--- src/hw/tmr_pkg.sv ---
package tmr_pkg;

  // ****************************************
  // register map
  // ****************************************
  localparam logic [7:0] REF_CTRL_ADDR = 8'h40;
  localparam int SRC_MSB = 7;
  localparam int SRC_LSB = 6;
  localparam int MRST_BIT = 5;
  localparam int LOOP_MSB = 3;
  localparam int LOOP_LSB = 0;
  localparam int NUM_PORTS = 4;
  localparam logic [1:0] SRC_RESET = 2'h0;
  localparam logic [3:0] LOOP_RESET = 4'h0;
  localparam logic [7:0] AD_RESET = 8'h00;

  // ****************************************
  // timing
  // ****************************************
  localparam int CLK_PERIOD_NS = 8;
  localparam int MRST_TIME_NS = 128;
  localparam int MRST_CYCLES = (MRST_TIME_NS + CLK_PERIOD_NS - 1) / CLK_PERIOD_NS;
  localparam logic [3:0] WIDTH_CNT_RESET = 4'h0;

  // receive reference pulse width code: 1, 2, 4 or 8 cycles
  function automatic logic [3:0] rx_width_cycles(input logic [1:0] code);
    case (code)
      2'h0: rx_width_cycles = 4'h1;
      2'h1: rx_width_cycles = 4'h2;
      2'h2: rx_width_cycles = 4'h4;
      default: rx_width_cycles = 4'h8;
    endcase
  endfunction : rx_width_cycles

endpackage : tmr_pkg

--- src/hw/tmr_sync.sv ---
`timescale 1ns/1ns
module tmr_sync #(
  parameter int W = 1,
  parameter logic [W-1:0] INIT = '0
) (
  input wire logic ref_clk,
  input wire logic sys_rst,
  input wire logic [W-1:0] async_in,
  output logic [W-1:0] sync_out
);

  // ****************************************
  // two-stage synchroniser
  // ****************************************
  // first stage is read by the second stage only
  logic [W-1:0] meta_r;

  always_ff @(posedge ref_clk) begin
    if (sys_rst) begin
      meta_r <= INIT;
      sync_out <= INIT;
    end else begin
      meta_r <= async_in;
      sync_out <= meta_r;
    end
  end

endmodule : tmr_sync

--- src/hw/tmr_top.sv ---
`timescale 1ns/1ns
module tmr_top #(
  parameter int MRST_HOLD = tmr_pkg::MRST_CYCLES
) (
  input wire logic ref_clk,
  input wire logic sys_rst,
  input wire logic ub_ale,
  input wire logic ub_cs_n,
  input wire logic ub_rd_n,
  input wire logic ub_wr_n,
  input wire logic [7:0] ub_ad_in,
  output logic [7:0] ub_ad_out,
  output logic ub_ad_oe_n,
  input wire logic tx_marker_ref_in_n,
  input wire logic [3:0] rx_marker_det,
  input wire logic [1:0] rx_ref_width,
  output logic rx_marker_ref_out_n,
  output logic [3:0] tx_marker_ins,
  output logic master_rst
);

  // ****************************************
  // pin synchronisers
  // ****************************************
  logic ale_s;
  logic cs_n_s;
  logic rd_n_s;
  logic wr_n_s;
  logic tx_ref_n_s;
  logic [7:0] ad_s;

  tmr_sync #(.W(5), .INIT(5'h0f)) u_sync_ctl (
    .ref_clk(ref_clk),
    .sys_rst(sys_rst),
    .async_in({ub_ale, ub_cs_n, ub_rd_n, ub_wr_n, tx_marker_ref_in_n}),
    .sync_out({ale_s, cs_n_s, rd_n_s, wr_n_s, tx_ref_n_s})
  );

  tmr_sync #(.W(8), .INIT(8'h00)) u_sync_ad (
    .ref_clk(ref_clk),
    .sys_rst(sys_rst),
    .async_in(ub_ad_in),
    .sync_out(ad_s)
  );

  // ****************************************
  // utility bus slave
  // ****************************************
  logic [7:0] addr_r;
  logic [7:0] wdata_r;
  logic wr_n_d_r;
  logic cs_n_d_r;
  logic tx_ref_n_d_r;
  logic hit;
  logic write_evt;
  logic rd_act;
  logic [1:0] src_r;
  logic [3:0] loop_r;
  logic [7:0] rdata;

  assign hit = (addr_r == tmr_pkg::REF_CTRL_ADDR);
  // chip select may drop with the strobe, so the delayed copy is used
  assign write_evt = wr_n_s && !wr_n_d_r && !cs_n_d_r && hit && !master_rst;
  assign rd_act = !cs_n_s && !rd_n_s && hit;
  // reset bit is write-only and reads as not-in-reset
  assign rdata = {src_r, 1'b0, 1'b0, loop_r};

  always_ff @(posedge ref_clk) begin
    if (sys_rst) begin
      addr_r <= tmr_pkg::AD_RESET;
      wdata_r <= tmr_pkg::AD_RESET;
      wr_n_d_r <= 1'b1;
      cs_n_d_r <= 1'b1;
      tx_ref_n_d_r <= 1'b1;
    end else begin
      if (ale_s) begin
        addr_r <= ad_s;
      end
      if (!wr_n_s) begin
        wdata_r <= ad_s;
      end
      wr_n_d_r <= wr_n_s;
      cs_n_d_r <= cs_n_s;
      tx_ref_n_d_r <= tx_ref_n_s;
    end
  end

  // other addresses belong to other blocks, so the bus is left undriven
  always_ff @(posedge ref_clk) begin
    if (sys_rst) begin
      ub_ad_out <= tmr_pkg::AD_RESET;
      ub_ad_oe_n <= 1'b1;
    end else begin
      ub_ad_out <= rd_act ? rdata : tmr_pkg::AD_RESET;
      ub_ad_oe_n <= !rd_act;
    end
  end

  // ****************************************
  // control register and master reset
  // ****************************************
  logic [3:0] mrst_cnt_r;

  always_ff @(posedge ref_clk) begin
    if (sys_rst || master_rst) begin
      src_r <= tmr_pkg::SRC_RESET;
      loop_r <= tmr_pkg::LOOP_RESET;
    end else if (write_evt) begin
      if (wdata_r[tmr_pkg::MRST_BIT]) begin
        src_r <= tmr_pkg::SRC_RESET;
        loop_r <= tmr_pkg::LOOP_RESET;
      end else begin
        src_r <= wdata_r[tmr_pkg::SRC_MSB:tmr_pkg::SRC_LSB];
        loop_r <= wdata_r[tmr_pkg::LOOP_MSB:tmr_pkg::LOOP_LSB];
      end
    end
  end

  // bit clears itself once the hold count runs out
  always_ff @(posedge ref_clk) begin
    if (sys_rst) begin
      master_rst <= 1'b0;
      mrst_cnt_r <= 4'h0;
    end else if (write_evt && wdata_r[tmr_pkg::MRST_BIT]) begin
      master_rst <= 1'b1;
      mrst_cnt_r <= 4'(MRST_HOLD - 1);
    end else if (mrst_cnt_r != 4'h0) begin
      mrst_cnt_r <= mrst_cnt_r - 4'h1;
    end else begin
      master_rst <= 1'b0;
    end
  end

  // ****************************************
  // timing marker routing
  // ****************************************
  logic tx_ref_fall;
  logic rx_start;
  logic [3:0] width_cnt_r;
  logic [3:0] width_cnt_nxt;

  assign tx_ref_fall = tx_ref_n_d_r && !tx_ref_n_s;
  assign rx_start = rx_marker_det[src_r] && !master_rst;

  // a new marker restarts the pulse; pulse widths need the 4-bit count
  always_comb begin
    if (rx_start) begin
      width_cnt_nxt = tmr_pkg::rx_width_cycles(rx_ref_width);
    end else if (width_cnt_r != 4'h0) begin
      width_cnt_nxt = width_cnt_r - 4'h1;
    end else begin
      width_cnt_nxt = 4'h0;
    end
  end

  always_ff @(posedge ref_clk) begin
    if (sys_rst) begin
      width_cnt_r <= tmr_pkg::WIDTH_CNT_RESET;
      rx_marker_ref_out_n <= 1'b1;
    end else begin
      width_cnt_r <= width_cnt_nxt;
      rx_marker_ref_out_n <= (width_cnt_nxt == 4'h0);
    end
  end

  always_ff @(posedge ref_clk) begin
    if (sys_rst || master_rst) begin
      tx_marker_ins <= 4'h0;
    end else begin
      for (int n = 0; n < tmr_pkg::NUM_PORTS; n++) begin
        // looped port ignores the transmit reference entirely
        tx_marker_ins[n] <= loop_r[n] ? rx_marker_det[n] : tx_ref_fall;
      end
    end
  end

  // ****************************************
  // assertions
  // ****************************************
  property p_src_pulse;
    @(posedge ref_clk) disable iff (sys_rst)
    (rx_marker_det[src_r] && !master_rst) |=> !rx_marker_ref_out_n;
  endproperty
  a_src_pulse: assert property (p_src_pulse) else $error("selected port marker gave no pulse");

  property p_mrst_self_clear;
    @(posedge ref_clk) disable iff (sys_rst)
    (write_evt && wdata_r[tmr_pkg::MRST_BIT]) |=> master_rst ##MRST_HOLD !master_rst;
  endproperty
  a_mrst_self_clear: assert property (p_mrst_self_clear) else $error("master reset not held then cleared");

  property p_mrst_clears_ctrl;
    @(posedge ref_clk) disable iff (sys_rst)
    master_rst |=> (loop_r == 4'h0) && (src_r == 2'h0) && (tx_marker_ins == 4'h0);
  endproperty
  a_mrst_clears_ctrl: assert property (p_mrst_clears_ctrl) else $error("master reset left state set");

  property p_tx_ref_drive;
    @(posedge ref_clk) disable iff (sys_rst)
    (tx_ref_fall && !master_rst) |=> ((tx_marker_ins & ~$past(loop_r)) == ~$past(loop_r));
  endproperty
  a_tx_ref_drive: assert property (p_tx_ref_drive) else $error("unlooped port missed reference marker");

  property p_loop_copy;
    @(posedge ref_clk) disable iff (sys_rst)
    !master_rst |=> ((tx_marker_ins & $past(loop_r)) == ($past(rx_marker_det) & $past(loop_r)));
  endproperty
  a_loop_copy: assert property (p_loop_copy) else $error("looped port not copying received markers");

  property p_reset_values;
    @(posedge ref_clk) disable iff (sys_rst)
    $past(sys_rst) |-> (loop_r == 4'h0) && (src_r == 2'h0) && !master_rst;
  endproperty
  a_reset_values: assert property (p_reset_values) else $error("control register reset value wrong");

  property p_pulse_cause;
    @(posedge ref_clk) disable iff (sys_rst)
    $fell(rx_marker_ref_out_n) |-> $past(rx_start);
  endproperty
  a_pulse_cause: assert property (p_pulse_cause) else $error("reference pulse without selected marker");

endmodule : tmr_top

--- config.mk ---
export PLATFORM = sky130hd
export DESIGN_NAME = tmr_top
export DESIGN_NICKNAME = d
export VERILOG_FILES = /design/src/hw/tmr_pkg.sv /design/src/hw/tmr_sync.sv /design/src/hw/tmr_top.sv
export SDC_FILE = /design/constraint.sdc
export NUM_CORES = 1
export LEC_CHECK = 0
export BUFFER_PORTS_ARGS = -buffer_cell sky130_fd_sc_hd__buf_4
export CAP_MARGIN = 20
export CORE_MARGIN = 1.5
export CORE_UTILIZATION = 23
export CTS_CLUSTER_SIZE = 40
export DETAILED_ROUTE_END_ITERATION = 7
export HOLD_SLACK_MARGIN = 0.03
export PLACE_DENSITY = 0.37
export SYNTH_ARGS = -nofsm -noshare
export SYNTH_HDL_FRONTEND = slang
export SYNTH_HIERARCHICAL = 1
export SYNTH_SLANG_ARGS = --single-unit
--- constraint.sdc ---
create_clock -name ref_clk -period 1.35 [get_ports ref_clk]
set_clock_uncertainty 0.05 [all_clocks]
set_input_delay 0.27 -clock ref_clk [delete_from_list [all_inputs] [get_ports ref_clk]]
set_output_delay 0.27 -clock ref_clk [all_outputs]
set_load 0.05 [all_outputs]
---- Yosys cells after proc, flatten, opt, wreduce, memory -nomap -nowiden ----
Index checks and enable logic that the tools add are counted.
word-level totals
  flip-flop bits (word level) ............. 74
  latch bits .............................. 0
  RAM bits ................................ 0
  memory bits (read-only) ................. 0
  word-level logic and storage cells ...... 65
  memories ................................ 0
cells by class
  add/sub/neg operators ................... 2
  $mul .................................... 0
  divide/modulo/power cells ............... 0
  order comparisons ....................... 1
  equality and inequality tests ........... 4
  shift operators ......................... 0
  mux-type cells .......................... 15
  bitwise logic cells ..................... 1
  reductions and logical operators ........ 23
operators by type and width
  kind                                                                    count
  4-bit two-way mux                                                       5
  4-bit case mux with 3 select lines                                      1
  1-bit logical AND                                                       9
  8-bit by 7-bit equality test with 1-bit output (second input constant)  1
  4-bit nonzero test                                                      2
  4-bit by 1-bit subtractor with 4-bit output (second input constant)     2
  1-bit zero test                                                         7
  1-bit two-way mux                                                       7
  4-bit zero test                                                         1
  2-bit by 3-bit < comparator with 1-bit output (second input constant)   1
  1-bit binary-select mux with 2-bit select                               1
  2-bit by 1-bit equality test with 1-bit output (second input constant)  1
  2-bit equality test (second input constant)                             1
  2-bit zero test                                                         1
  2-bit two-way mux                                                       1
  2-bit != test (second input constant)                                   1
  2-bit nonzero test                                                      1
  2-bit OR reduction                                                      1
  1-bit logical OR                                                        1
  1-bit NOT                                                               1

---- Logic depth before layout (Yosys ltp) ----
  word-level depth ........................ 7
  mapped depth ............................ 6
  mapped depth without buffers ............ 6

---- By module ----
Netlist, hierarchy kept.
by module, submodules not included
  module                  instances  cells an instance  area each (µm²)  sequential area each (µm²)
  tmr_top                 1          179                1756.7           900.9
  tmr_sync at u_sync_ad   1          33                 464.2            320.3
  tmr_sync at u_sync_ctl  1          20                 262.8            200.2

---- Worst setup path after synthesis ----
No wires, ideal clock.
  path kind ............................... flip-flop to flip-flop
  start point ............................. register master_rst
  end point ............................... register width_cnt_r[0]
  data arrival time ....................... 1.329 ns
  required time ........................... 1.199 ns
  path slack .............................. -0.130 ns
  stages on the path, launching flop included .. 4
  path buffers ............................ 0
  period minus slack after synthesis ...... 1.480 ns
  path through ............................ dfxtp_1 > nand2b_1 > o22ai_4 > o41ai_1
between the ends
  longest elaborated chain between the ends .. 3
ends and longest elaborated chain
  item                    RTL line        text
  start, declared         tmr_top.sv:19   output logic master_rst
  start signal, assigned  tmr_top.sv:122  master_rst <= 1'b0;
  start signal, assigned  tmr_top.sv:125  master_rst <= 1'b1;
  start signal, assigned  tmr_top.sv:130  master_rst <= 1'b0;
  1-bit zero test         tmr_top.sv:143  assign rx_start = rx_marker_det[src_r] && !master_rst;
  1-bit logical AND       tmr_top.sv:143
  4-bit two-way mux       tmr_top.sv:147  if (rx_start) begin
  end signal, assigned    tmr_top.sv:158  width_cnt_r <= tmr_pkg::WIDTH_CNT_RESET;
  end signal, assigned    tmr_top.sv:161  width_cnt_r <= width_cnt_nxt;
  end, declared           tmr_top.sv:139  logic [3:0] width_cnt_r;
No other way between the ends.
A chain may end at the register's enable or synchronous reset.

---- Worst setup path after layout ----
  start point ............................. register addr_r[4]
  end point ............................... register src_r[1]
between the ends
  longest elaborated chain between the ends .. 3
ends and longest elaborated chain
  item                                            RTL line        text
  start, declared                                 tmr_top.sv:49   logic [7:0] addr_r;
  start signal, assigned                          tmr_top.sv:70   addr_r <= tmr_pkg::AD_RESET;
  start signal, assigned                          tmr_top.sv:77   addr_r <= ad_s;
  8-bit by 7-bit equality test with 1-bit output  tmr_top.sv:61   assign hit = (addr_r == tmr_pkg::REF_CTRL_ADDR);
  1-bit logical AND (2 in a row)                  tmr_top.sv:63   assign write_evt = wr_n_s && !wr_n_d_r && !cs_n_d_r && hit && !master_rst;
  end signal, assigned                            tmr_top.sv:106  src_r <= tmr_pkg::SRC_RESET;
  end signal, assigned                            tmr_top.sv:110  src_r <= tmr_pkg::SRC_RESET;
  end signal, assigned                            tmr_top.sv:113  src_r <= wdata_r[tmr_pkg::SRC_MSB:tmr_pkg::SRC_LSB];
  end, declared                                   tmr_top.sv:57   logic [1:0] src_r;
No other way between the ends.

==> out/results.ini <==
[drt]
drtPass1Iterations=4
wl_um=4560
wire_per_inst_um=10.8
drt_drc_violations_left=0
drtAntennaViolNets=0
vias=1641
drt_iter0_drc=42
viasPerCell=3.90

[global_routing]
overflow=0
antenna_found_initial=0
grt_pass1_wl_um=7320
grt_usage_pct=8.59
grt_pass1_vias=1505
grt_max_degree=53

[placement]
dp_hpwl_um=3140
io_buffers=33
dpl_cell_area_sq_mm=0.00294
place.gp.congestion=0.654
place_ws_ps=-68.2

[critical_path]
end_kind=flop
r2r_cells=5
cp_common_cell=nand3_2
criticalPathCategory=flop to flop
max_stage_delay_ps=340
crit_path_start_kind=flop
crit_chain=nor4b_4 -> nand3_2 -> buf_6 -> nand3_2 -> o21ai_1
critPathMaxFanout=5
r2r_slack_ps=-5
cp.arrival_ps=1530
cp_slowest_cell=dfxtp_2
critPathRequiredTime_ps=1530

[cts]
clk_latency_ps=340
tritoncts=done
clock_sinks=71
h-tree-depth=3
postCtsHoldBufs=0
numCtsBuffers=9
clkTransAtPathRegs_ps=80
clockBufferDepth=2
cts-root-buf=clkbuf_8

[yosys]
synth_cells=232
synth_edf_count=0
yosysSeqAreaShare_pct=57.2
synth_area_sq_mm=0.00248
yosys_warnings=6
synth_cell_types=39
synth_top_flop_cell=dfxtp_1
synth_seq_cells=71
avgSynthCellArea_sq_um=10.7
async_flop_share_pct=0

[finish]
layout_common_cells=66 x dfxtp_1, 42 x buf_4, 27 x nor2_1, 15 x mux2i_1, 11 x a21oi_1
drive_above_1_share_pct=35.1
nets=302
antenna_cells=0
syn_to_final_growth_pct=29.8
final_area_sq_mm=0.00322
mostFrequentLayoutCell=dfxtp_1
fillers=1108

[timing]
setup_viol=2
whs_ps=59.1
maxSlewViolCount=0
rsz0062_at_grt=yes
fmax_ghz=0.738
tns_ps=-6.33
finalHoldViolations=0
period_needed_ps=1350
fin_ws_ps=-4.83
post-route-period-util_pct=100

[power_and_ir_drop]
ir_drop_v=0.000540
p_leak_nw=1.28
power.density_mw_per_mm2=1330

[floorplanning]
core_sq_mm=0.0104
start_util_pct=23.8
die_x_um=107
die_area_sq_mm=0.0114
die_h_um=107
num_io_pins=36
num_rows=37

[job]
maxCapViolCount=0

[worst_hold_path]
hold_depth=2
hp-class=primary input to flop

[run_status]
status=complete, but fails checks
violations=setup timing

[power by group]
part	leakage, nW	internal (mW)	switching, mW	total, mW
sequential	0.583	2.20	0.0608	2.26
combinational	0.610	0.295	0.253	0.548
clock	0.0853	0.714	0.772	1.49
[worst paths after layout]
kind / start / endpoint
max: addr_r[4] / src_r[1]
min: ub_rd_n / u_sync_ctl/meta_r[2]
max reg2reg: addr_r[4] / src_r[1]
min reg2reg: u_sync_ctl/meta_r[0] / u_sync_ctl/sync_out[0]
[metrics by stage]
step,util (%),cells,total power [mW]
after floorplan,-,233,2.66
after global placement,28.2,403,2.84
after detailed placement,28.2,403,2.84
after CTS,30.1,419,4.37
after global routing,30.9,421,4.53
final,30.9,421,4.29
[cells in the mapped netlist, types with 5 or more instances]
cell type / n / area, sq um
and2b_2: 6 / 52.6
nand2_1: 9 / 33.8
a21oi_1: 11 / 55.1
and2_1: 6 / 37.5
mux2i_1: 17 / 170
or2_1: 9 / 56.3
nor2b_1: 5 / 31.3
nor2_1: 27 / 101
nor2b_2: 7 / 61.3
nand3_1: 6 / 30.0
o21ai_1: 5 / 25.0
dfxtp_1: 71 / 1420
[per-layer routing]
layer | global-route usage, % | routed length, um | vias up
met5 | 0 | 0 | -
met4 | 4.86 | 64 | 0
met3 | 3.65 | 228 | 4
met2 | 12.0 | 2050 | 35
met1 | 11.0 | 2210 | 733
li1 | - | - | 869
[cell type report]
cell class | instances | area [sq um] | share of cell area (%)
Tap cell | 136 | 170 | 5.28
Multi-Input combinational cell | 148 | 1070 | 33.2
Timing Repair Buffer | 46 | 363 | 11.3
Inverter | 4 | 15.0 | 0.466
Clock inverter | 5 | 33.8 | 1.05
Sequential cell | 71 | 1430 | 44.4
Clock buffer | 11 | 141 | 4.39
[cell families after synthesis]
| family | Yosys count | share of synthesized area [%] |
|---|---|---|
| xor+xnor | 1 | 0.353 |
| mux | 17 | 6.85 |
| other cells | 1 | 0.151 |
| simple gates | 99 | 24.6 |
| flops | 71 | 57.2 |
| fa+ha+maj | 1 | 0.504 |
| compound gates | 28 | 7.10 |
| buf+inv | 14 | 3.17 |
[state kept, by name (all words and copies together), names as in the netlist]
signal and cells:
mrst_cnt_r 4, src_r 2, cs_n_d_r 1, u_sync_ctl/meta_r 5
width_cnt_r 4, tx_marker_ins 4, wr_n_d_r 1, wdata_r 7
tx_ref_n_d_r 1, u_sync_ad/meta_r 8, u_sync_ad/sync_out 8, ub_ad_out 6
u_sync_ctl/sync_out 5, rx_marker_ref_out_n 1, ub_ad_oe_n 1, addr_r 8
loop_r 4, master_rst 1
[what timing repair did]
| action | 4_1_cts | 5_1_grt |
|---|---|---|
| pin swaps | 3 | 8 |
| gates resized for setup | 8 | 15 |
| setup buffers | 0 | 1 |
| setup endpoints to repair | 14 | 22 |
| gates cloned | 0 | 1 |
[worst max-delay path, delay by kind of cell (launching register included)]
kind            cells  cell delay, ps
compound gates      1              60
simple gates        3             610
buf+inv             1             190
flops               1             340
No activity file was read; power rests on OpenSTA's default activity.
